[src/sebc_regs.svh]
// register offsets, field positions, reset values and timing counts
// assumes an axi4-lite slave with 32-bit data, byte addresses
`ifndef SEBC_REGS_SVH
`define SEBC_REGS_SVH
`define SEBC_OFS_BUS_CONFIG 8'h00
`define SEBC_OFS_ERR_STATUS 8'h04
`define SEBC_OFS_ERR_DISABLE 8'h08
`define SEBC_OFS_ERR_ATTR 8'h0c
`define SEBC_OFS_ERR_ADDR 8'h10
`define SEBC_OFS_IRQ_ENABLE 8'h14
`define SEBC_OFS_IRQ_CLEAR 8'h18
`define SEBC_OFS_BANK_BASE 8'h1c
`define SEBC_OFS_STATUS 8'h20
`define SEBC_BMT_LSB 8
`define SEBC_BMT_MSB 15
`define SEBC_MONITOR_PRESCALE_LSB 0
`define SEBC_MONITOR_PRESCALE_MSB 3
`define SEBC_BUS_CONFIG_RST 32'h0000_0000
`define SEBC_BANK_BASE_RST 32'h0000_0000
`define SEBC_BANK_RSVD_BIT 30
`define SEBC_ERR_BM 0
`define SEBC_ERR_PAR 1
`define SEBC_SOURCE_IDENTIFIER_LSB 11
`define SEBC_SOURCE_IDENTIFIER_MSB 15
`define SEBC_ATTR_WRITE_BIT 0
`define SEBC_ATTR_FLASH_BIT 1
`define SEBC_BMT_ZERO_COUNT 9'h100
`define SEBC_ALE_IGNORE_CYCLES 4'h8
`endif

[src/sebc_pkg.sv]
// types shared by the bus controller files
// assumes nothing beyond a systemverilog compiler
package sebc_pkg;
    typedef enum logic [1:0] {
        SEBC_M_FLASH = 2'b00,
        SEBC_M_GP = 2'b01,
        SEBC_M_PROG = 2'b10
    } sebc_machine_t;
    typedef enum logic [1:0] {
        SEBC_IDLE = 2'b00,
        SEBC_BUSY = 2'b01,
        SEBC_DONE = 2'b10
    } sebc_state_t;
endpackage

[src/sebc_wait_sync.sv]
// programmable wait input synchroniser
// assumes the wait input is steady around falling clock edges
module sebc_wait_sync (
    input wire logic clock_in,
    input wire logic rst_n_in,
    input wire logic programmable_wait_in,
    output logic wait_sync_out
);
    logic wait_fall;
    // first stage on the falling edge, second on the rising
    always_ff @(negedge clock_in) begin
        if (!rst_n_in) begin
            wait_fall <= 1'b0;
        end else begin
            wait_fall <= programmable_wait_in;
        end
    end
    always_ff @(posedge clock_in) begin
        if (!rst_n_in) begin
            wait_sync_out <= 1'b0;
        end else begin
            wait_sync_out <= wait_fall;
        end
    end
endmodule

[src/sebc_top.sv]
// shared external bus controller: queue, bus monitor, error capture, regs
// assumes an axi4-lite master and one request port from the internal side
//
// Chosen here: the register offsets and the AXI4-Lite slave port.
`include "sebc_regs.svh"
//Contract
// - one shared pin set, later requests queued
// - status records only enabled error checks
// - disable bits suppress matching error detection
// - monitor counts bmt times prescale, zero means 256
// - strobe ignored 8 clocks after power reset
// - queued transaction starts monitor while waiting; here only when queued behind a flash special op
// - external logic supplies bank address both phases
// - wait input synchronised from falling edge
// - capture not reliable during flash special op
// - source identifier captured in error attributes
// - parity checked on single accesses only; here on single reads only
// - bank base reserved bit 30 resets zero
// - non-multiplexed mode drives strobe as address 10
module sebc_top (
    input wire logic clock_in,
    input wire logic rst_n_in,
    input wire logic power_on_reset_in,
    input wire logic hard_reset_in,
    input wire logic non_mux_mode_in,
    input wire logic rcw_from_bus_in,
    input wire logic [31:0] awaddr,
    input wire logic awvalid,
    output logic awready,
    input wire logic [31:0] wdata,
    input wire logic [3:0] wstrb,
    input wire logic wvalid,
    output logic wready,
    output logic [1:0] bresp,
    output logic bvalid,
    input wire logic bready,
    input wire logic [31:0] araddr,
    input wire logic arvalid,
    output logic arready,
    output logic [31:0] rdata,
    output logic [1:0] rresp,
    output logic rvalid,
    input wire logic rready,
    input wire logic req_valid_in,
    input wire logic [1:0] req_machine_in,
    input wire logic [31:0] req_addr_in,
    input wire logic req_write_in,
    input wire logic req_single_in,
    input wire logic req_special_in,
    input wire logic [4:0] req_source_in,
    output logic req_ready_out,
    output logic req_done_out,
    output logic req_timeout_out,
    input wire logic ext_ack_in,
    input wire logic parity_error_in,
    input wire logic programmable_wait_in,
    output logic [31:0] local_address_bus_out,
    output logic address_latch_strobe_out,
    output logic bus_active_out,
    output logic irq_out
);
    sebc_pkg::sebc_state_t state;
    logic [31:0] bus_config;
    logic [31:0] bank_base;
    logic [1:0] err_status;
    logic [1:0] err_disable;
    logic [1:0] irq_enable;
    logic [31:0] error_attributes;
    logic [31:0] err_addr;
    logic [31:0] cur_addr;
    logic cur_write;
    logic cur_single;
    logic cur_special;
    logic [4:0] cur_source;
    logic [1:0] cur_machine;
    logic [3:0] flash_left;
    logic [12:0] mon_count;
    logic queued;
    logic [3:0] ale_hold;
    logic wait_sync;
    logic aw_held;
    logic w_held;
    logic [31:0] aw_addr_q;
    logic [31:0] w_data_q;
    logic [12:0] next_period;
    logic [8:0] bmt_count;
    logic [4:0] ps_factor;
    logic expire;
    logic finish;
    logic [1:0] ev;
    logic [1:0] clr;
    logic ale_ignore;

    sebc_wait_sync u_wait (
        .clock_in(clock_in),
        .rst_n_in(rst_n_in),
        .programmable_wait_in(programmable_wait_in),
        .wait_sync_out(wait_sync)
    );

    // period: bmt times prescale plus one, a zero bmt counts as 256
    always_comb begin
        bmt_count = (bus_config[`SEBC_BMT_MSB:`SEBC_BMT_LSB] == 8'h00) ?
            `SEBC_BMT_ZERO_COUNT : {1'b0, bus_config[`SEBC_BMT_MSB:`SEBC_BMT_LSB]};
        ps_factor = {1'b0, bus_config[`SEBC_MONITOR_PRESCALE_MSB:`SEBC_MONITOR_PRESCALE_LSB]} + 5'h01;
        next_period = 13'(bmt_count) * 13'(ps_factor);
    end

    assign expire = (state == sebc_pkg::SEBC_BUSY) && (mon_count == 13'h0001);
    // programmable machine also waits for the synchronised wait input
    assign finish = (state == sebc_pkg::SEBC_BUSY) && ext_ack_in && flash_left == 4'h0 &&
        !(cur_machine == sebc_pkg::SEBC_M_PROG && wait_sync);
    assign ev[`SEBC_ERR_BM] = expire && !err_disable[`SEBC_ERR_BM];
    assign ev[`SEBC_ERR_PAR] = finish && !cur_write && cur_single && parity_error_in &&
        !err_disable[`SEBC_ERR_PAR];
    assign clr = (aw_held && w_held && !bvalid && aw_addr_q[7:0] == `SEBC_OFS_IRQ_CLEAR) ?
        w_data_q[1:0] : 2'b00;

    // transaction sequencer: one at a time on the shared pins
    always_ff @(posedge clock_in) begin
        if (!rst_n_in) begin
            state <= sebc_pkg::SEBC_IDLE;
            req_ready_out <= 1'b0;
            req_done_out <= 1'b0;
            req_timeout_out <= 1'b0;
            bus_active_out <= 1'b0;
            cur_addr <= 32'h0000_0000;
            cur_write <= 1'b0;
            cur_single <= 1'b0;
            cur_special <= 1'b0;
            cur_source <= 5'h00;
            cur_machine <= 2'b00;
            flash_left <= 4'h0;
            queued <= 1'b0;
        end else begin
            req_ready_out <= 1'b0;
            req_done_out <= 1'b0;
            req_timeout_out <= 1'b0;
            case (state)
                sebc_pkg::SEBC_IDLE: begin
                    if (req_valid_in && !req_ready_out) begin
                        req_ready_out <= 1'b1;
                        state <= sebc_pkg::SEBC_BUSY;
                        bus_active_out <= 1'b1;
                        cur_addr <= req_addr_in;
                        cur_write <= req_write_in;
                        cur_single <= req_single_in;
                        cur_special <= req_special_in;
                        cur_source <= req_source_in;
                        cur_machine <= req_machine_in;
                        flash_left <= req_special_in ? 4'hf : 4'h0;
                    end
                end
                sebc_pkg::SEBC_BUSY: begin
                    if (req_valid_in && !req_ready_out) begin
                        queued <= 1'b1;
                    end
                    if (flash_left != 4'h0) begin
                        flash_left <= flash_left - 4'h1;
                    end
                    if (expire) begin
                        req_timeout_out <= 1'b1;
                        state <= sebc_pkg::SEBC_DONE;
                        bus_active_out <= 1'b0;
                    end else if (finish) begin
                        req_done_out <= 1'b1;
                        state <= sebc_pkg::SEBC_DONE;
                        bus_active_out <= 1'b0;
                    end
                end
                sebc_pkg::SEBC_DONE: begin
                    state <= sebc_pkg::SEBC_IDLE;
                    queued <= 1'b0;
                end
                default: begin
                    state <= sebc_pkg::SEBC_IDLE;
                end
            endcase
        end
    end

    // bus monitor, loaded when a request is taken, and again when one is queued behind a flash special op
    always_ff @(posedge clock_in) begin
        if (!rst_n_in) begin
            mon_count <= 13'h0000;
        end else if (state == sebc_pkg::SEBC_IDLE && req_valid_in && !req_ready_out) begin
            mon_count <= next_period;
        end else if (state == sebc_pkg::SEBC_BUSY && cur_special && req_valid_in &&
            !req_ready_out && !queued) begin
            mon_count <= next_period;
        end else if (state != sebc_pkg::SEBC_BUSY || finish) begin
            mon_count <= 13'h0000;
        end else if (mon_count != 13'h0000) begin
            mon_count <= mon_count - 13'h0001;
        end
    end

    // error status: set wins over clear
    always_ff @(posedge clock_in) begin
        if (!rst_n_in) begin
            err_status <= 2'b00;
        end else begin
            err_status <= (err_status & ~clr) | ev;
        end
    end

    // capture; skipped for the whole of a transaction that is a flash special op
    always_ff @(posedge clock_in) begin
        if (!rst_n_in) begin
            error_attributes <= 32'h0000_0000;
            err_addr <= 32'h0000_0000;
        end else if (ev != 2'b00 && !cur_special) begin
            err_addr <= cur_addr;
            error_attributes <= 32'h0000_0000;
            error_attributes[`SEBC_SOURCE_IDENTIFIER_MSB:`SEBC_SOURCE_IDENTIFIER_LSB] <= cur_source;
            error_attributes[`SEBC_ATTR_WRITE_BIT] <= cur_write;
            error_attributes[`SEBC_ATTR_FLASH_BIT] <= cur_machine == sebc_pkg::SEBC_M_FLASH;
        end
    end

    // strobe / address pins
    assign ale_ignore = rcw_from_bus_in ? (ale_hold != 4'h0) : hard_reset_in;
    always_ff @(posedge clock_in) begin
        if (!rst_n_in || power_on_reset_in) begin
            ale_hold <= `SEBC_ALE_IGNORE_CYCLES;
        end else if (ale_hold != 4'h0) begin
            ale_hold <= ale_hold - 4'h1;
        end
    end
    always_ff @(posedge clock_in) begin
        if (!rst_n_in) begin
            address_latch_strobe_out <= 1'b0;
            local_address_bus_out <= 32'h0000_0000;
        end else begin
            local_address_bus_out <= cur_addr;
            if (non_mux_mode_in) begin
                address_latch_strobe_out <= cur_addr[10];
            end else begin
                // strobe held low while the reset word may still be fetched
                address_latch_strobe_out <= !ale_ignore && req_ready_out;
            end
        end
    end

    always_ff @(posedge clock_in) begin
        if (!rst_n_in) begin
            irq_out <= 1'b0;
        end else begin
            irq_out <= |(((err_status & ~clr) | ev) & irq_enable);
        end
    end

    // axi4-lite write side
    always_ff @(posedge clock_in) begin
        if (!rst_n_in) begin
            aw_held <= 1'b0;
            w_held <= 1'b0;
            aw_addr_q <= 32'h0000_0000;
            w_data_q <= 32'h0000_0000;
            awready <= 1'b0;
            wready <= 1'b0;
            bvalid <= 1'b0;
            bresp <= 2'b00;
            bus_config <= `SEBC_BUS_CONFIG_RST;
            bank_base <= `SEBC_BANK_BASE_RST;
            err_disable <= 2'b00;
            irq_enable <= 2'b00;
        end else begin
            awready <= !aw_held && awvalid && !awready;
            wready <= !w_held && wvalid && !wready;
            if (awvalid && awready) begin
                aw_held <= 1'b1;
                aw_addr_q <= awaddr;
            end
            if (wvalid && wready) begin
                w_held <= 1'b1;
                w_data_q <= wdata;
            end
            if (aw_held && w_held && !bvalid) begin
                bvalid <= 1'b1;
                bresp <= 2'b00;
                case (aw_addr_q[7:0])
                    `SEBC_OFS_BUS_CONFIG: bus_config <= w_data_q;
                    `SEBC_OFS_ERR_DISABLE: err_disable <= w_data_q[1:0];
                    `SEBC_OFS_ERR_ATTR: begin
                    end
                    `SEBC_OFS_IRQ_ENABLE: irq_enable <= w_data_q[1:0];
                    `SEBC_OFS_IRQ_CLEAR: begin
                    end
                    `SEBC_OFS_BANK_BASE: begin
                        bank_base <= w_data_q;
                        bank_base[`SEBC_BANK_RSVD_BIT] <= 1'b0;
                    end
                    default: bresp <= 2'b10;
                endcase
            end
            if (bvalid && bready) begin
                bvalid <= 1'b0;
                aw_held <= 1'b0;
                w_held <= 1'b0;
            end
        end
    end

    // axi4-lite read side
    always_ff @(posedge clock_in) begin
        if (!rst_n_in) begin
            arready <= 1'b0;
            rvalid <= 1'b0;
            rdata <= 32'h0000_0000;
            rresp <= 2'b00;
        end else begin
            arready <= arvalid && !arready && !rvalid;
            if (arvalid && arready) begin
                rvalid <= 1'b1;
                rresp <= 2'b00;
                case (araddr[7:0])
                    `SEBC_OFS_BUS_CONFIG: rdata <= bus_config;
                    `SEBC_OFS_ERR_STATUS: rdata <= {30'h0, err_status};
                    `SEBC_OFS_ERR_DISABLE: rdata <= {30'h0, err_disable};
                    `SEBC_OFS_ERR_ATTR: rdata <= error_attributes;
                    `SEBC_OFS_ERR_ADDR: rdata <= err_addr;
                    `SEBC_OFS_IRQ_ENABLE: rdata <= {30'h0, irq_enable};
                    `SEBC_OFS_BANK_BASE: rdata <= bank_base;
                    `SEBC_OFS_STATUS: rdata <= {28'h0, flash_left == 4'h0, wait_sync,
                        state};
                    default: begin
                        rdata <= 32'h0000_0000;
                        rresp <= 2'b10;
                    end
                endcase
            end else if (rvalid && rready) begin
                rvalid <= 1'b0;
            end
        end
    end
endmodule

[config.mk]
export PLATFORM = sky130hd
export DESIGN_NAME = sebc_top
export DESIGN_NICKNAME = d
export VERILOG_FILES = /design/src/sebc_pkg.sv /design/src/sebc_wait_sync.sv /design/src/sebc_top.sv
export VERILOG_INCLUDE_DIRS = /design/src
export SDC_FILE = /design/constraint.sdc
export NUM_CORES = 1
export LEC_CHECK = 0
export ABC_CLOCK_PERIOD_IN_PS = 11000
export CAP_MARGIN = 25
export CORE_UTILIZATION = 55
export DETAILED_ROUTE_END_ITERATION = 6
export DONT_BUFFER_PORTS = 1
export HOLD_SLACK_MARGIN = 0.05
export PLACE_DENSITY = 0.7
export RECOVER_POWER = 100
export SKIP_LAST_GASP = 1
export SLEW_MARGIN = 0
export SYNTH_ARGS = -nofsm -noshare
export SYNTH_HDL_FRONTEND = slang
export SYNTH_SLANG_ARGS = --single-unit
[constraint.sdc]
create_clock -name clock_in -period 11 [get_ports clock_in]
set_input_delay 2.2 -clock clock_in [delete_from_list [all_inputs] [get_ports clock_in]]
set_output_delay 2.2 -clock clock_in [all_outputs]
set_load 0.01 [all_outputs]
==> summary.txt <==
Syn avg cell area = 8.38 µm²
Nets@finish = 1629
Final setup fails = 0
CTS root buffer = clkbuf_16
First-pass GRT wire length = 48600 µm
Drt first pass iters = 7
Setup Crit Path Kind = in -> reg
Data arrival, critical path = 8.27 ns
Reg power frac = 0.492
Core area = 0.0219 mm²
Critical Path Start Type = input port
Seq cells post-synth = 295
Drt drc = 0
Most frequent cells in the layout = nand2_1 (380), dfxtp_1 (295), a21oi_1 (172), nor2_1 (79), o21ai_0 (51)
Pre-CTS WS = 3.03 ns
GP Congestion = 0.883
Slew HR = -1.90
IO Pins = 236
Combinational share of power = 0.076
Setup TNS = 0 ns
CTS Sinks = 295
Number of max-cap violations = 4
Fraction of layout cells with a size suffix above 1 = 0.0553
Power Total = 2.32 mW
Asr flop ratio synth = 0
Crit path launch = rst_n_in
Final period utilization = 0.714
Final cell count without fillers = 1727
Largest net degree at the start of global routing = 129
Port-buffer cells = 0
Htree depth = 1
Cell Rows = 54
Cell Area, Synth = 0.0123 mm²
Failing checks = max-capacitance violations, max-slew violations
Worst slew pin tran = 4.33 ns
Worst-skew pair later-pin latency = 0.59 ns
R2r worst-path depth = 1
Critical-path cell list = clkinvlp_2, clkbuf_1, a211oi_1
Number of buffers inserted during clock tree synthesis = 29
Post-Syn Instances = 1473
Synthesis-to-finish area growth = 8.82%
Die Wd = 152 µm
Status = finished with violations
Bufs on Longest Clock Path = 3
Aggregate routed wire length = 31000 µm
Placed cells = 1674
Initial DRC count = 684
Sw frac = 0.244
Final hold vios = 0
Fin util = 0.613
CP required = 11.42 ns
Peak supply drop = 0.122 mV
Pins over their slew limit = 301
Design Area, Final = 0.0134 mm²
Initial Utilization = 0.564
Worst-path clk slew = 0.06 ns
Routed len/inst = 18.0 µm
PwrDens = 173 mW/mm²
GRT Overall Usage = 0.268
Setup ws final = 3.15 ns
Dpl hpwl = 20300 µm
Critical-path top delay cell = clkinvlp_2
Post-synth EDFFs = 0
Crit-path max FO = 128
Leakage = 4.88 nW
Vias in the first global route = 9371
Clk_skew = 0.0392 ns
Prevailing post-synth register cell = dfxtp_1
Hold_ws = 0.449 ns
Antenna violations before repair = 1
Hold path depth = 2
Via-per-instance ratio = 5.78
Most common cell after layout, fill and taps aside = nand2_1
Post-CTS setup buffers = 0
Fmax = 0.127 GHz
Post-cts resize count = 0
Full die area = 0.0230 mm²
Switch Pwr = 567 µW
Post-DP Area = 0.0125 mm²
TritonCTS clock tree = done
Hold path start = cur_addr[17]
CTS hold repair buffers = 0
RSZ-0062 raised after global routing = false
Hold WC Path Type = reg -> reg
Vias = 9974
Minimum clock period = 7.85 ns
Die Height = 152 µm
RR Startpoint = u_wait.wait_fall
Clk pwr share = 0.432
Power Internal = 1.76 mW
ANT cells = 0
Ys Warns = 0
Critical Path End Type = register
Crit path largest cell delay = 3.17 ns
Post-synthesis cell type count = 69
Seq/Total Area, Yosys = 0.479
Routed Antenna Nets = 0
Grt total ovfl = 0
cell usage after synthesis (all sizes together) (3+ instances only):
library cell    n  area [µm²]
mux2i          13         130
and3            5        31.3
a221oi          7        61.3
nand2         380        1430
fa             20         400
nor2           80         300
a21o            6        45.0
nor2b          15        93.8
inv            37         139
nor4b           3        26.3
a211oi         32         240
xor2            6        52.6
nand3b          3        22.5
or3            10        67.6
or4             6        57.6
o21a            3        22.5
a22oi          11        82.6
a21oi         172         865
dfxtp         295        5910
a31oi           9        62.6
buf            14        70.1
and2           60         375
nor4            4        31.3
clkbuf         82         308
nor3           15        86.3
xnor2          11        96.3
o21ai          52         260
a222oi         23         230
a21boi          3        22.5
nor3b           4        30.0
nand2b         10        62.6
nand3          24         120
ha             27         338
path summary, 6_finish.rpt:
path | endpoint | slack (ns)
worst max-delay path | rdata[6] | 3.15
worst min-delay path | cur_addr[17] | 0.45
worst max register to register | u_wait.wait_sync_out | 4.93
worst min register to register | cur_addr[17] | 0.45
final cells by class:
cell class | count | area, µm²
Clock buffer | 39 | 833
Timing Repair Buffer | 16 | 125
Sequential cell | 295 | 5910
Fill cell | 1981 | 8460
Clock inverter | 15 | 150
Inverter | 36 | 136
Multi-Input combinational cell | 1046 | 5930
Tap cell | 280 | 350
critical path, delay by kind of cell:
family,cells,cell delay (ns)
AOI/OAI and AO/OA,1,0.63
buffers and inverters,2,5.23
kinds of logic (layout without fill, tap and decap cells):
group / Yosys count / count (layout) / share of synthesized area
adder cells (fa/ha/maj): 47 / 47 / 0.0598
multiplexers: 15 / 15 / 0.0133
XOR/XNOR: 17 / 17 / 0.0121
flip-flops: 295 / 295 / 0.479
AND/OR/NAND/NOR: 629 / 629 / 0.228
other: 1 / 2 / 0.000304
AO/OA/AOI/OAI: 336 / 336 / 0.166
buffers and inverters: 133 / 106 / 0.0419
power by group through the flow:
stage	sequential [mW]	clock, mW	combinational [mW]
after detailed placement	1.17	0.00114	0.176
after global routing	1.15	1.06	0.199
after CTS	1.14	1.02	0.177
after floorplan	1.16	0.00114	0.144
after global placement	1.17	0.00114	0.170
final	1.14	1.00	0.176
metal layers:
layer,share of wire,global-route usage
met1,0.43,0.347
met3,0.077,0.0575
met4,0.031,0.0881
met5,0.00029,0
met2,0.47,0.445
flip-flops by register name (all words and copies together), names as in the netlist, 7 cells and up:
| name | flops |
|---|---|
| aw_addr_q | 8 |
| bank_base | 31 |
| bus_config | 32 |
| cur_addr | 32 |
| err_addr | 32 |
| error_attributes | 7 |
| local_address_bus_out | 32 |
| mon_count | 13 |
| rdata | 32 |
| w_data_q | 32 |
(Power assumes the default switching activity.)
